**src/mbs_defs.svh**
```systemverilog
`ifndef MBS_DEFS_SVH
`define MBS_DEFS_SVH

// ==========================================================================
// apb register byte addresses
`define MBS_APB_CTRL 8'h00
`define MBS_APB_FLAGS 8'h04
`define MBS_APB_EVENT 8'h08
`define MBS_APB_INT_STATUS 8'h0C
`define MBS_APB_INT_MASK 8'h10
`define MBS_APB_PORT_STATUS 8'h14

// ==========================================================================
// host port byte addresses
`define MBS_HOST_CTRL 8'h0B
`define MBS_HOST_FLAGS 8'h0C
`define MBS_HOST_RAM_BASE 8'h0E
`define MBS_RAM_DEPTH 8
`define MBS_RAM_IDX_W 3

// ==========================================================================
// host byte field positions
`define MBS_HB_PERIODIC_IE 6
`define MBS_HB_ALARM_IE 5
`define MBS_HB_UPDATE_IE 4
`define MBS_HB_SQUARE_EN 3
`define MBS_HB_IRQ_SUMMARY 7
`define MBS_HB_PERIODIC_FLAG 6
`define MBS_HB_ALARM_FLAG 5
`define MBS_HB_UPDATE_FLAG 4

// ==========================================================================
// apb field positions: event register and interrupt status
`define MBS_EV_PERIODIC 0
`define MBS_EV_ALARM 1
`define MBS_EV_UPDATE 2
`define MBS_IS_HOST_WRITE 0
`define MBS_IS_HOST_READ 1
`define MBS_IS_HOST_RESET 2
`define MBS_IS_NO_SELECT 3
`define MBS_IS_W 4

// ==========================================================================
// reset values
`define MBS_CTRL_RESET 4'h0
`define MBS_FLAGS_RESET 4'h0
`define MBS_INT_RESET 4'h0
// pins at rest: write line, select and host reset high, so no false edge follows reset
`define MBS_PINS_IDLE 14'h0700

// ==========================================================================
// timing: least host reset hold at power-up, kept by the host
`define MBS_HOST_RESET_MIN_MS 200

`endif

```
**src/mbs_pkg.sv**
```systemverilog
package mbs_pkg;

    // ======================================================================
    // synchronised pin sample
    typedef struct packed {
        logic style;
        logic rstrobe;
        logic astrobe;
        logic wline;
        logic csel_n;
        logic hrst_n;
        logic [7:0] ad;
    } mbs_pins_t;

    typedef struct packed {
        logic periodic_irq_enable;
        logic alarm_irq_enable;
        logic update_end_irq_enable;
        logic square_wave_enable;
    } mbs_ctrl_t;

    typedef struct packed {
        logic irq_summary_flag;
        logic periodic_flag;
        logic alarm_flag;
        logic update_flag;
    } mbs_flags_t;

    typedef enum logic [3:0] {
        MBS_ST_IDLE = 4'h1,
        MBS_ST_ADDR = 4'h2,
        MBS_ST_READ = 4'h4,
        MBS_ST_BLOCK = 4'h8
    } mbs_state_t;

endpackage

```
**src/mbs_sync.sv**
```systemverilog
module mbs_sync #(
    parameter int WIDTH = 1,
    parameter logic [WIDTH-1:0] IDLE = '0
) (
    // clock and reset
    input wire logic pclk,
    input wire logic presetn,
    // data
    input wire logic [WIDTH-1:0] d,
    output logic [WIDTH-1:0] q
);
    logic [WIDTH-1:0] stage1;

    // ======================================================================
    // two flops; stage1 feeds only the second flop
    always_ff @(posedge pclk or negedge presetn) begin
        if (!presetn) begin
            stage1 <= IDLE;
            q <= IDLE;
        end else begin
            stage1 <= d;
            q <= stage1;
        end
    end
endmodule

```
**src/mbs_port.sv**
```systemverilog
// Design decisions made here: the register offsets and the APB interface to the registers.
`include "mbs_defs.svh"

module mbs_port
    import mbs_pkg::*;
(
    // clock and reset
    input wire logic pclk,
    input wire logic presetn,
    // apb slave
    input wire logic [7:0] paddr,
    input wire logic psel,
    input wire logic penable,
    input wire logic pwrite,
    input wire logic [31:0] pwdata,
    output logic [31:0] prdata,
    output logic pready,
    output logic pslverr,
    // host port pins
    input wire logic bus_style_select,
    input wire logic read_strobe,
    input wire logic address_latch_strobe,
    input wire logic write_line,
    input wire logic chip_select_n,
    input wire logic host_reset_n,
    input wire logic [7:0] ad_level,
    output logic [7:0] ad_drive,
    output logic ad_drive_en_n,
    // interrupt request pin, open drain
    output logic irq_pin_drive,
    output logic irq_pin_drive_en_n,
    // square-wave gate and block interrupt
    output logic square_wave_out_enable,
    output logic interrupt
);

    // ======================================================================
    // decode helpers
    function automatic logic is_ram(input logic [7:0] a);
        is_ram = (a >= `MBS_HOST_RAM_BASE) &&
                 (a < 8'(`MBS_HOST_RAM_BASE + `MBS_RAM_DEPTH));
    endfunction

    function automatic logic [`MBS_RAM_IDX_W-1:0] ram_idx(input logic [7:0] a);
        logic [7:0] off;
        off = a - `MBS_HOST_RAM_BASE;
        ram_idx = off[`MBS_RAM_IDX_W-1:0];
    endfunction

    // ======================================================================
    // pin synchronisation
    mbs_pins_t pins_raw;
    mbs_pins_t pin;
    mbs_pins_t pin_q;

    assign pins_raw = '{style: bus_style_select, rstrobe: read_strobe,
                        astrobe: address_latch_strobe, wline: write_line,
                        csel_n: chip_select_n, hrst_n: host_reset_n, ad: ad_level};

    mbs_sync #(
        .WIDTH($bits(mbs_pins_t)),
        .IDLE(`MBS_PINS_IDLE)
    ) u_sync (
        .pclk(pclk),
        .presetn(presetn),
        .d(pins_raw),
        .q(pin)
    );

    always_ff @(posedge pclk or negedge presetn) begin
        if (!presetn) begin
            pin_q <= `MBS_PINS_IDLE;
        end else begin
            pin_q <= pin;
        end
    end

    // ======================================================================
    // edge detection on synchronised strobes
    logic host_rst;
    logic style_pulse;
    logic rs_rise;
    logic rs_fall;
    logic as_rise;
    logic as_fall;
    logic wl_rise;
    logic read_start;
    logic read_end;
    logic write_edge;

    assign host_rst = ~pin.hrst_n;
    assign style_pulse = pin.style;
    assign rs_rise = pin.rstrobe & ~pin_q.rstrobe;
    assign rs_fall = ~pin.rstrobe & pin_q.rstrobe;
    assign as_rise = pin.astrobe & ~pin_q.astrobe;
    assign as_fall = ~pin.astrobe & pin_q.astrobe;
    assign wl_rise = pin.wline & ~pin_q.wline;
    // pulse style: read while strobe high, otherwise while strobe low
    assign read_start = style_pulse ? (rs_rise & pin.wline) : (rs_fall & pin.wline);
    assign read_end = style_pulse ? rs_fall : rs_rise;
    assign write_edge = style_pulse ? (rs_fall & ~pin.wline) : wl_rise;

    // ======================================================================
    // address latch
    logic [7:0] addr;
    logic addr_sel;

    always_ff @(posedge pclk or negedge presetn) begin
        if (!presetn) begin
            addr <= 8'h00;
            addr_sel <= 1'b0;
        end else if (as_fall) begin
            addr <= pin.ad;
            addr_sel <= ~pin.csel_n;
        end
    end

    // ======================================================================
    // host cycle state
    mbs_state_t state;
    logic acc_ok;
    logic host_wr;
    logic host_rd;
    logic no_select;

    // select must be held through the strobe as well as at the address
    assign acc_ok = addr_sel & ~pin.csel_n;
    assign host_wr = (state == MBS_ST_ADDR) & write_edge & acc_ok & ~host_rst;
    assign host_rd = (state == MBS_ST_ADDR) & read_start & acc_ok & ~host_rst & ~as_rise;
    assign no_select = (state == MBS_ST_ADDR) & (read_start | write_edge) & ~acc_ok;

    always_ff @(posedge pclk or negedge presetn) begin
        if (!presetn) begin
            state <= MBS_ST_BLOCK;
        end else if (host_rst) begin
            state <= MBS_ST_BLOCK;
        end else begin
            case (state)
                MBS_ST_BLOCK: begin
                    state <= MBS_ST_IDLE;
                end
                MBS_ST_IDLE: begin
                    if (as_fall) begin
                        state <= MBS_ST_ADDR;
                    end
                end
                MBS_ST_ADDR: begin
                    // a fresh address strobe discards the latched address
                    if (as_rise) begin
                        state <= MBS_ST_IDLE;
                    end else if (host_rd) begin
                        state <= MBS_ST_READ;
                    end else if (write_edge | read_start) begin
                        state <= MBS_ST_IDLE;
                    end
                end
                MBS_ST_READ: begin
                    if (read_end || as_rise) begin
                        state <= MBS_ST_IDLE;
                    end
                end
                default: begin
                    state <= MBS_ST_IDLE;
                end
            endcase
        end
    end

    // ======================================================================
    // control bits
    mbs_ctrl_t ctrl;
    logic apb_wr;
    logic apb_access;

    assign apb_access = psel & penable & ~pready;
    assign apb_wr = psel & penable & pready & pwrite;

    always_ff @(posedge pclk or negedge presetn) begin
        if (!presetn) begin
            ctrl <= `MBS_CTRL_RESET;
        end else if (host_rst) begin
            ctrl <= `MBS_CTRL_RESET;
        end else if (host_wr && addr == `MBS_HOST_CTRL) begin
            ctrl.periodic_irq_enable <= pin.ad[`MBS_HB_PERIODIC_IE];
            ctrl.alarm_irq_enable <= pin.ad[`MBS_HB_ALARM_IE];
            ctrl.update_end_irq_enable <= pin.ad[`MBS_HB_UPDATE_IE];
            ctrl.square_wave_enable <= pin.ad[`MBS_HB_SQUARE_EN];
        end else if (apb_wr && paddr == `MBS_APB_CTRL) begin
            ctrl <= pwdata[3:0];
        end
    end

    always_ff @(posedge pclk or negedge presetn) begin
        if (!presetn) begin
            square_wave_out_enable <= 1'b0;
        end else begin
            square_wave_out_enable <= ctrl.square_wave_enable & ~host_rst;
        end
    end

    // ======================================================================
    // interrupt flags: set by core events, cleared by a host read of them
    mbs_flags_t flags;
    logic ev_periodic;
    logic ev_alarm;
    logic ev_update;
    logic flags_clr;
    logic next_summary;

    assign ev_periodic = apb_wr && paddr == `MBS_APB_EVENT && pwdata[`MBS_EV_PERIODIC];
    assign ev_alarm = apb_wr && paddr == `MBS_APB_EVENT && pwdata[`MBS_EV_ALARM];
    assign ev_update = apb_wr && paddr == `MBS_APB_EVENT && pwdata[`MBS_EV_UPDATE];
    assign flags_clr = host_rd && addr == `MBS_HOST_FLAGS;
    assign next_summary = (flags.periodic_flag & ctrl.periodic_irq_enable)
                        | (flags.alarm_flag & ctrl.alarm_irq_enable)
                        | (flags.update_flag & ctrl.update_end_irq_enable);

    always_ff @(posedge pclk or negedge presetn) begin
        if (!presetn) begin
            flags <= `MBS_FLAGS_RESET;
        end else if (host_rst) begin
            flags <= `MBS_FLAGS_RESET;
        end else begin
            // an event landing with the clearing read survives it
            flags.periodic_flag <= ev_periodic | (flags.periodic_flag & ~flags_clr);
            flags.alarm_flag <= ev_alarm | (flags.alarm_flag & ~flags_clr);
            flags.update_flag <= ev_update | (flags.update_flag & ~flags_clr);
            flags.irq_summary_flag <= next_summary & ~flags_clr;
        end
    end

    always_ff @(posedge pclk or negedge presetn) begin
        if (!presetn) begin
            irq_pin_drive <= 1'b0;
            irq_pin_drive_en_n <= 1'b1;
        end else begin
            irq_pin_drive <= 1'b0;
            irq_pin_drive_en_n <= host_rst | ~flags.irq_summary_flag;
        end
    end

    // ======================================================================
    // byte storage; host reset does not reach it
    logic [7:0] ram [`MBS_RAM_DEPTH];

    always_ff @(posedge pclk or negedge presetn) begin
        if (!presetn) begin
            for (int i = 0; i < `MBS_RAM_DEPTH; i++) begin
                ram[i] <= 8'h00;
            end
        end else if (host_wr && is_ram(addr)) begin
            ram[ram_idx(addr)] <= pin.ad;
        end
    end

    // ======================================================================
    // host read data and bus drive
    logic [7:0] host_byte;

    always_comb begin
        host_byte = 8'h00;
        if (addr == `MBS_HOST_CTRL) begin
            host_byte[`MBS_HB_PERIODIC_IE] = ctrl.periodic_irq_enable;
            host_byte[`MBS_HB_ALARM_IE] = ctrl.alarm_irq_enable;
            host_byte[`MBS_HB_UPDATE_IE] = ctrl.update_end_irq_enable;
            host_byte[`MBS_HB_SQUARE_EN] = ctrl.square_wave_enable;
        end else if (addr == `MBS_HOST_FLAGS) begin
            host_byte[`MBS_HB_IRQ_SUMMARY] = flags.irq_summary_flag;
            host_byte[`MBS_HB_PERIODIC_FLAG] = flags.periodic_flag;
            host_byte[`MBS_HB_ALARM_FLAG] = flags.alarm_flag;
            host_byte[`MBS_HB_UPDATE_FLAG] = flags.update_flag;
        end else if (is_ram(addr)) begin
            host_byte = ram[ram_idx(addr)];
        end
    end

    always_ff @(posedge pclk or negedge presetn) begin
        if (!presetn) begin
            ad_drive <= 8'h00;
            ad_drive_en_n <= 1'b1;
        end else if (host_rst) begin
            ad_drive_en_n <= 1'b1;
        end else if (host_rd) begin
            ad_drive <= host_byte;
            ad_drive_en_n <= 1'b0;
        end else if (state == MBS_ST_READ && (read_end || as_rise)) begin
            ad_drive_en_n <= 1'b1;
        end
    end

    // ======================================================================
    // block interrupt: sticky status, write one to clear
    logic [`MBS_IS_W-1:0] int_status;
    logic [`MBS_IS_W-1:0] int_mask;
    logic [`MBS_IS_W-1:0] int_events;
    logic [`MBS_IS_W-1:0] int_clr;
    logic host_rst_q;

    always_ff @(posedge pclk or negedge presetn) begin
        if (!presetn) begin
            host_rst_q <= 1'b0;
        end else begin
            host_rst_q <= host_rst;
        end
    end

    always_comb begin
        int_events = `MBS_INT_RESET;
        int_events[`MBS_IS_HOST_WRITE] = host_wr;
        int_events[`MBS_IS_HOST_READ] = host_rd;
        int_events[`MBS_IS_HOST_RESET] = host_rst & ~host_rst_q;
        int_events[`MBS_IS_NO_SELECT] = no_select;
        int_clr = (apb_wr && paddr == `MBS_APB_INT_STATUS) ? pwdata[`MBS_IS_W-1:0]
                                                          : `MBS_INT_RESET;
    end

    always_ff @(posedge pclk or negedge presetn) begin
        if (!presetn) begin
            int_status <= `MBS_INT_RESET;
        end else begin
            int_status <= int_events | (int_status & ~int_clr);
        end
    end

    always_ff @(posedge pclk or negedge presetn) begin
        if (!presetn) begin
            int_mask <= `MBS_INT_RESET;
        end else if (apb_wr && paddr == `MBS_APB_INT_MASK) begin
            int_mask <= pwdata[`MBS_IS_W-1:0];
        end
    end

    always_ff @(posedge pclk or negedge presetn) begin
        if (!presetn) begin
            interrupt <= 1'b0;
        end else begin
            interrupt <= |(int_status & int_mask);
        end
    end

    // ======================================================================
    // apb slave: pready one cycle after access starts
    logic [31:0] apb_rd;
    logic apb_hit;

    always_comb begin
        apb_rd = 32'h0000_0000;
        apb_hit = 1'b1;
        case (paddr)
            `MBS_APB_CTRL: apb_rd[3:0] = ctrl;
            `MBS_APB_FLAGS: apb_rd[3:0] = flags;
            `MBS_APB_EVENT: apb_rd = 32'h0000_0000;
            `MBS_APB_INT_STATUS: apb_rd[`MBS_IS_W-1:0] = int_status;
            `MBS_APB_INT_MASK: apb_rd[`MBS_IS_W-1:0] = int_mask;
            `MBS_APB_PORT_STATUS: apb_rd[16:0] = {style_pulse, host_rst, addr_sel,
                                                  state, addr, ad_drive_en_n,
                                                  irq_pin_drive_en_n};
            default: apb_hit = 1'b0;
        endcase
    end

    always_ff @(posedge pclk or negedge presetn) begin
        if (!presetn) begin
            pready <= 1'b0;
            pslverr <= 1'b0;
            prdata <= 32'h0000_0000;
        end else begin
            pready <= apb_access;
            pslverr <= apb_access & ~apb_hit;
            prdata <= (apb_access && !pwrite) ? apb_rd : 32'h0000_0000;
        end
    end

endmodule

```
**config.mk**
```make
export PLATFORM = sky130hd
export DESIGN_NAME = mbs_port
export DESIGN_NICKNAME = d
export VERILOG_FILES = /design/src/mbs_pkg.sv /design/src/mbs_sync.sv /design/src/mbs_port.sv
export VERILOG_INCLUDE_DIRS = /design/src /design/src/src
export SDC_FILE = /design/constraint.sdc
export NUM_CORES = 1
export LEC_CHECK = 0
export BUFFER_PORTS_ARGS = -buffer_cell sky130_fd_sc_hd__buf_2
export CAP_MARGIN = 0
export CORE_AREA = 2 2 180 164
export CTS_BUF_LIST = sky130_fd_sc_hd__clkbuf_16
export DETAILED_ROUTE_END_ITERATION = 7
export DIE_AREA = 0 0 182 166
export PLACE_DENSITY_LB_ADDON = 0.08
export SETUP_SLACK_MARGIN = 0.4
export SLEW_MARGIN = 10
export SYNTH_ARGS = -nofsm -noshare
export SYNTH_HDL_FRONTEND = slang
export SYNTH_SLANG_ARGS = --single-unit
```
**constraint.sdc**
```tcl
create_clock -name pclk -period 2.5 [get_ports pclk]
set_input_delay 0.25 -clock pclk [delete_from_list [all_inputs] [get_ports pclk]]
set_output_delay 0.25 -clock pclk [all_outputs]
set_load 0.1 [all_outputs]
```
==> flow_summary.ini <==
[sta]
normalized_max_slew_margin_pct = 64.7
fin_skew_ps = 10.2
setup-violations-final = 0
finalSetupTns_ps = 0
slew_viol_final = 0
period_needed_ps = 2170
achievable-frequency_mhz = 461
tightest_slew_ps = 528
finalCritPeriodShare_pct = 86.7
finalHoldViolations = 0
unrepaired_setup_endpoints_after_global_routing = yes

[place]
finalWeightedCongestion = 0.743
placed_area_mm2 = 0.00790
dp_hpwl_mm = 12.8
port-buffer-count = 61

[die]
design.die.area_mm2 = 0.0302
floorplan.rows = 59
ioPinCount = 106
starting_density_of_the_core_pct = 24.5
core_mm2 = 0.0285
die_height_um = 166
die_width_um = 182

[power]
power.ir.vdd_worst_mv = 0.478
static-leakage-power_nw = 4.20
powerDensity_mw_per_mm2 = 673

[cells_and_area]
most-common-layout-cells = sky130_fd_sc_hd__dfrtp_1, sky130_fd_sc_hd__buf_2, sky130_fd_sc_hd__nand2_1, sky130_fd_sc_hd__mux2_4, sky130_fd_sc_hd__buf_4
post-route-cell-area_mm2 = 0.00906
finish.net_count = 702
area_growth_syn_to_layout_pct = 29.8
most_common_library_cell_in_the_layout_ignoring_fill_and_taps = sky130_fd_sc_hd__dfrtp_1
insertedDiodeCount = 0
final_layout_size_suffix_gt1_share_pct = 41.4
finalCoreUtilization_pct = 31.8

[critical_path]
critical_path.cell_chain = nor3b_4 > o2111ai_2 > buf_12 > nor4_4 > buf_6 > mux2_4
timing.reg2reg.worst_path_depth = 6
cpPeakStageDelay_ps = 590
worst_path_max_delay_cell = sky130_fd_sc_hd__dfstp_2
critical_path_class = register to register
crit_required_ps = 2810
cell_count_along_the_critical_path = 6
cpLargestDelayFamily = flip-flops
cp_num_buf_inv = 2
critPathArrivalTime_ps = 2480
end_kind = register
max_fo_critical_path = 8
timing.critical_path.from_type = register

[synth]
number_of_synthesized_flops_with_an_enable_pin = 0
ys_seq_elements = 156
postSynthAreaPerCell_um2 = 13.4
yosys.cell_types.count = 59
top_reg_cell_synth = sky130_fd_sc_hd__dfrtp_1
synth_top_area_share_pct = 52.4
yosys-top-cells-area = sky130_fd_sc_hd__dfrtp_1, sky130_fd_sc_hd__mux2_2, sky130_fd_sc_hd__mux4_2
synth.yosys.seq_area_share_pct = 56.1
postSynthCellCount = 520
mappedNetlistArea_mm2 = 0.00698
synth-warning-count = 0
yosys.area.top_type = sky130_fd_sc_hd__dfrtp_1
synth_async_sr_flop_share_pct = 100

[drt]
final_antenna_net_count = 0
wl_per_cell_um = 19.0
viasPerCell = 4.47
drt-pass1-iter-count = 4
routed-via-count = 4552
detail_route.iter0.violations = 252
routed_wl_mm = 19.4
drcViolationCount = 0

[status]
run_status = finished clean

[clock_network]
insertion_delay_ps = 440
cts_tree = done
cts_sinks = 156
number_of_buffers_added_by_the_clock_tree_synthesis_step = 17
cts.root.buffer_cell = sky130_fd_sc_hd__clkbuf_16
ctsHtreeMaxLevel = 4
clk_transition_reported_paths_ps = 60
cts_max_path_buffers = 2

[hold_path]
min-delay-path-class = primary input to register
number_of_cells_traversed_by_the_worst_hold_path = 3

[run]
max_cap_violations = 0

[global_route]
vias_in_the_first_global_route = 4852
grt_max_degree = 78
grt_use_total_pct = 13.2
antenna_found_initial = 0
first_pass_grt_wire_length_mm = 29.9
grt_remaining_overflow = 0
==> timing repair <==
| item | CTS | global route |
|---|---|---|
| endpoints found under the setup margin | 69 | 67 |
| gates resized for setup | 35 | 41 |
| cloned | 0 | 0 |
| hold buffers | 15 | 0 |
| hold endpoints to repair | 125 | 0 |
| buffers inserted | 4 | 11 |
| pin swaps | 5 | 6 |
==> cell usage after synthesis, types with 4 or more instances <==
library cell	count
sky130_fd_sc_hd__dfrtp_1	146
sky130_fd_sc_hd__mux2_2	70
sky130_fd_sc_hd__nand2_1	51
sky130_fd_sc_hd__buf_4	21
sky130_fd_sc_hd__mux4_2	16
sky130_fd_sc_hd__and2_1	15
sky130_fd_sc_hd__clkbuf_1	13
sky130_fd_sc_hd__mux2i_1	11
sky130_fd_sc_hd__dfstp_2	10
sky130_fd_sc_hd__nand2b_1	9
sky130_fd_sc_hd__nor2b_1	9
sky130_fd_sc_hd__buf_2	8
sky130_fd_sc_hd__o21ai_0	8
sky130_fd_sc_hd__a211oi_1	7
sky130_fd_sc_hd__inv_1	7
sky130_fd_sc_hd__nor3_1	7
sky130_fd_sc_hd__nor4_4	7
sky130_fd_sc_hd__a22oi_1	6
sky130_fd_sc_hd__a21oi_1	5
sky130_fd_sc_hd__nand3_1	5
sky130_fd_sc_hd__nor2_1	5
sky130_fd_sc_hd__o2111ai_1	5
sky130_fd_sc_hd__a2111oi_0	4
sky130_fd_sc_hd__a21o_1	4
sky130_fd_sc_hd__a22o_1	4
sky130_fd_sc_hd__a311o_1	4
sky130_fd_sc_hd__a41oi_1	4
sky130_fd_sc_hd__ha_1	4
sky130_fd_sc_hd__nand3b_1	4
sky130_fd_sc_hd__nor4_1	4
sky130_fd_sc_hd__or2_2	4
sky130_fd_sc_hd__or3_1	4
==> logic make-up after synthesis <==
| family | synth area share [%] |
|---|---|
| flops | 56.1 |
| simple gates | 13.4 |
| mux | 18.0 |
| compound gates | 7.42 |
| buf+inv | 4.07 |
| fa+ha+maj | 0.717 |
| other cells | 0.0537 |
| xor+xnor | 0.126 |
==> worst register-to-register path, stage by stage, from the launching register on <==
cell	delay, ps
sky130_fd_sc_hd__dfstp_2	590
sky130_fd_sc_hd__nor3b_4	240
sky130_fd_sc_hd__o2111ai_2	170
sky130_fd_sc_hd__buf_12	200
sky130_fd_sc_hd__nor4_4	350
sky130_fd_sc_hd__buf_6	200
sky130_fd_sc_hd__mux2_4	310
==> metrics by stage <==
step | power (W) | instances | hold WS, ps | worst slack [ps]
2_1_floorplan | 0.00313 | 535 | -45.6 | 416
3_3_place_gp | 0.00334 | 956 | 73.9 | 203
3_5_place_dp | 0.00335 | 956 | 72.7 | 206
4_1_cts | 0.00613 | 1007 | 66.4 | 289
5_1_grt | 0.00634 | 1018 | 93.0 | 210
6_report | 0.00609 | 1018 | 96.2 | 332
==> where the power goes <==
group / internal, W / leakage, nW / switching [W]
sequential: 0.00259 / 2.05 / 0.0000756
combinational: 0.000244 / 1.84 / 0.000460
clock: 0.00165 / 0.306 / 0.00107
total: 0.00449 / 4.20 / 0.00161
==> sequential cells by signal (all words and copies together), names as in the netlist <==
name,count
ram,64
prdata,17
u_sync.q,14
u_sync.stage1,14
ad_drive,8
addr,8
ctrl,4
flags,4
int_mask,4
int_status,4
state,4
pin_q,3
ad_drive_en_n,1
addr_sel,1
host_rst_q,1
interrupt,1
irq_pin_drive_en_n,1
pready,1
pslverr,1
square_wave_out_enable,1
==> per-layer routing <==
metal  part of all wire [%]  up-vias  track usage, %
met2                     47       80            20.7
met1                     48     2345            18.0
li1                       -     2108               -
met5                      0        -               0
met4                    1.4        0            4.24
met3                    3.3       19            3.00
==> cell type report <==
class,count,area [µm²]
fill,2859,19400
sequential,156,3920
multi-input combinational,329,3090
timing repair buffer,128,945
tap,366,458
clock buffer,17,425
clock inverter,15,184
inverter,7,28.8
==> worst paths after layout <==
check                            startpoint     endpoint  slack, ps
max                            u_sync.q[10]      ram[47]        330
max reg2reg                    u_sync.q[10]      ram[47]        330
min reg2reg                u_sync.stage1[7]  u_sync.q[7]        350
min                                paddr[5]      pslverr        100
min in group asynchronous           presetn   prdata[14]        200
max in group asynchronous           presetn      ram[25]       1560
No activity file was read; power rests on OpenSTA's default activity.
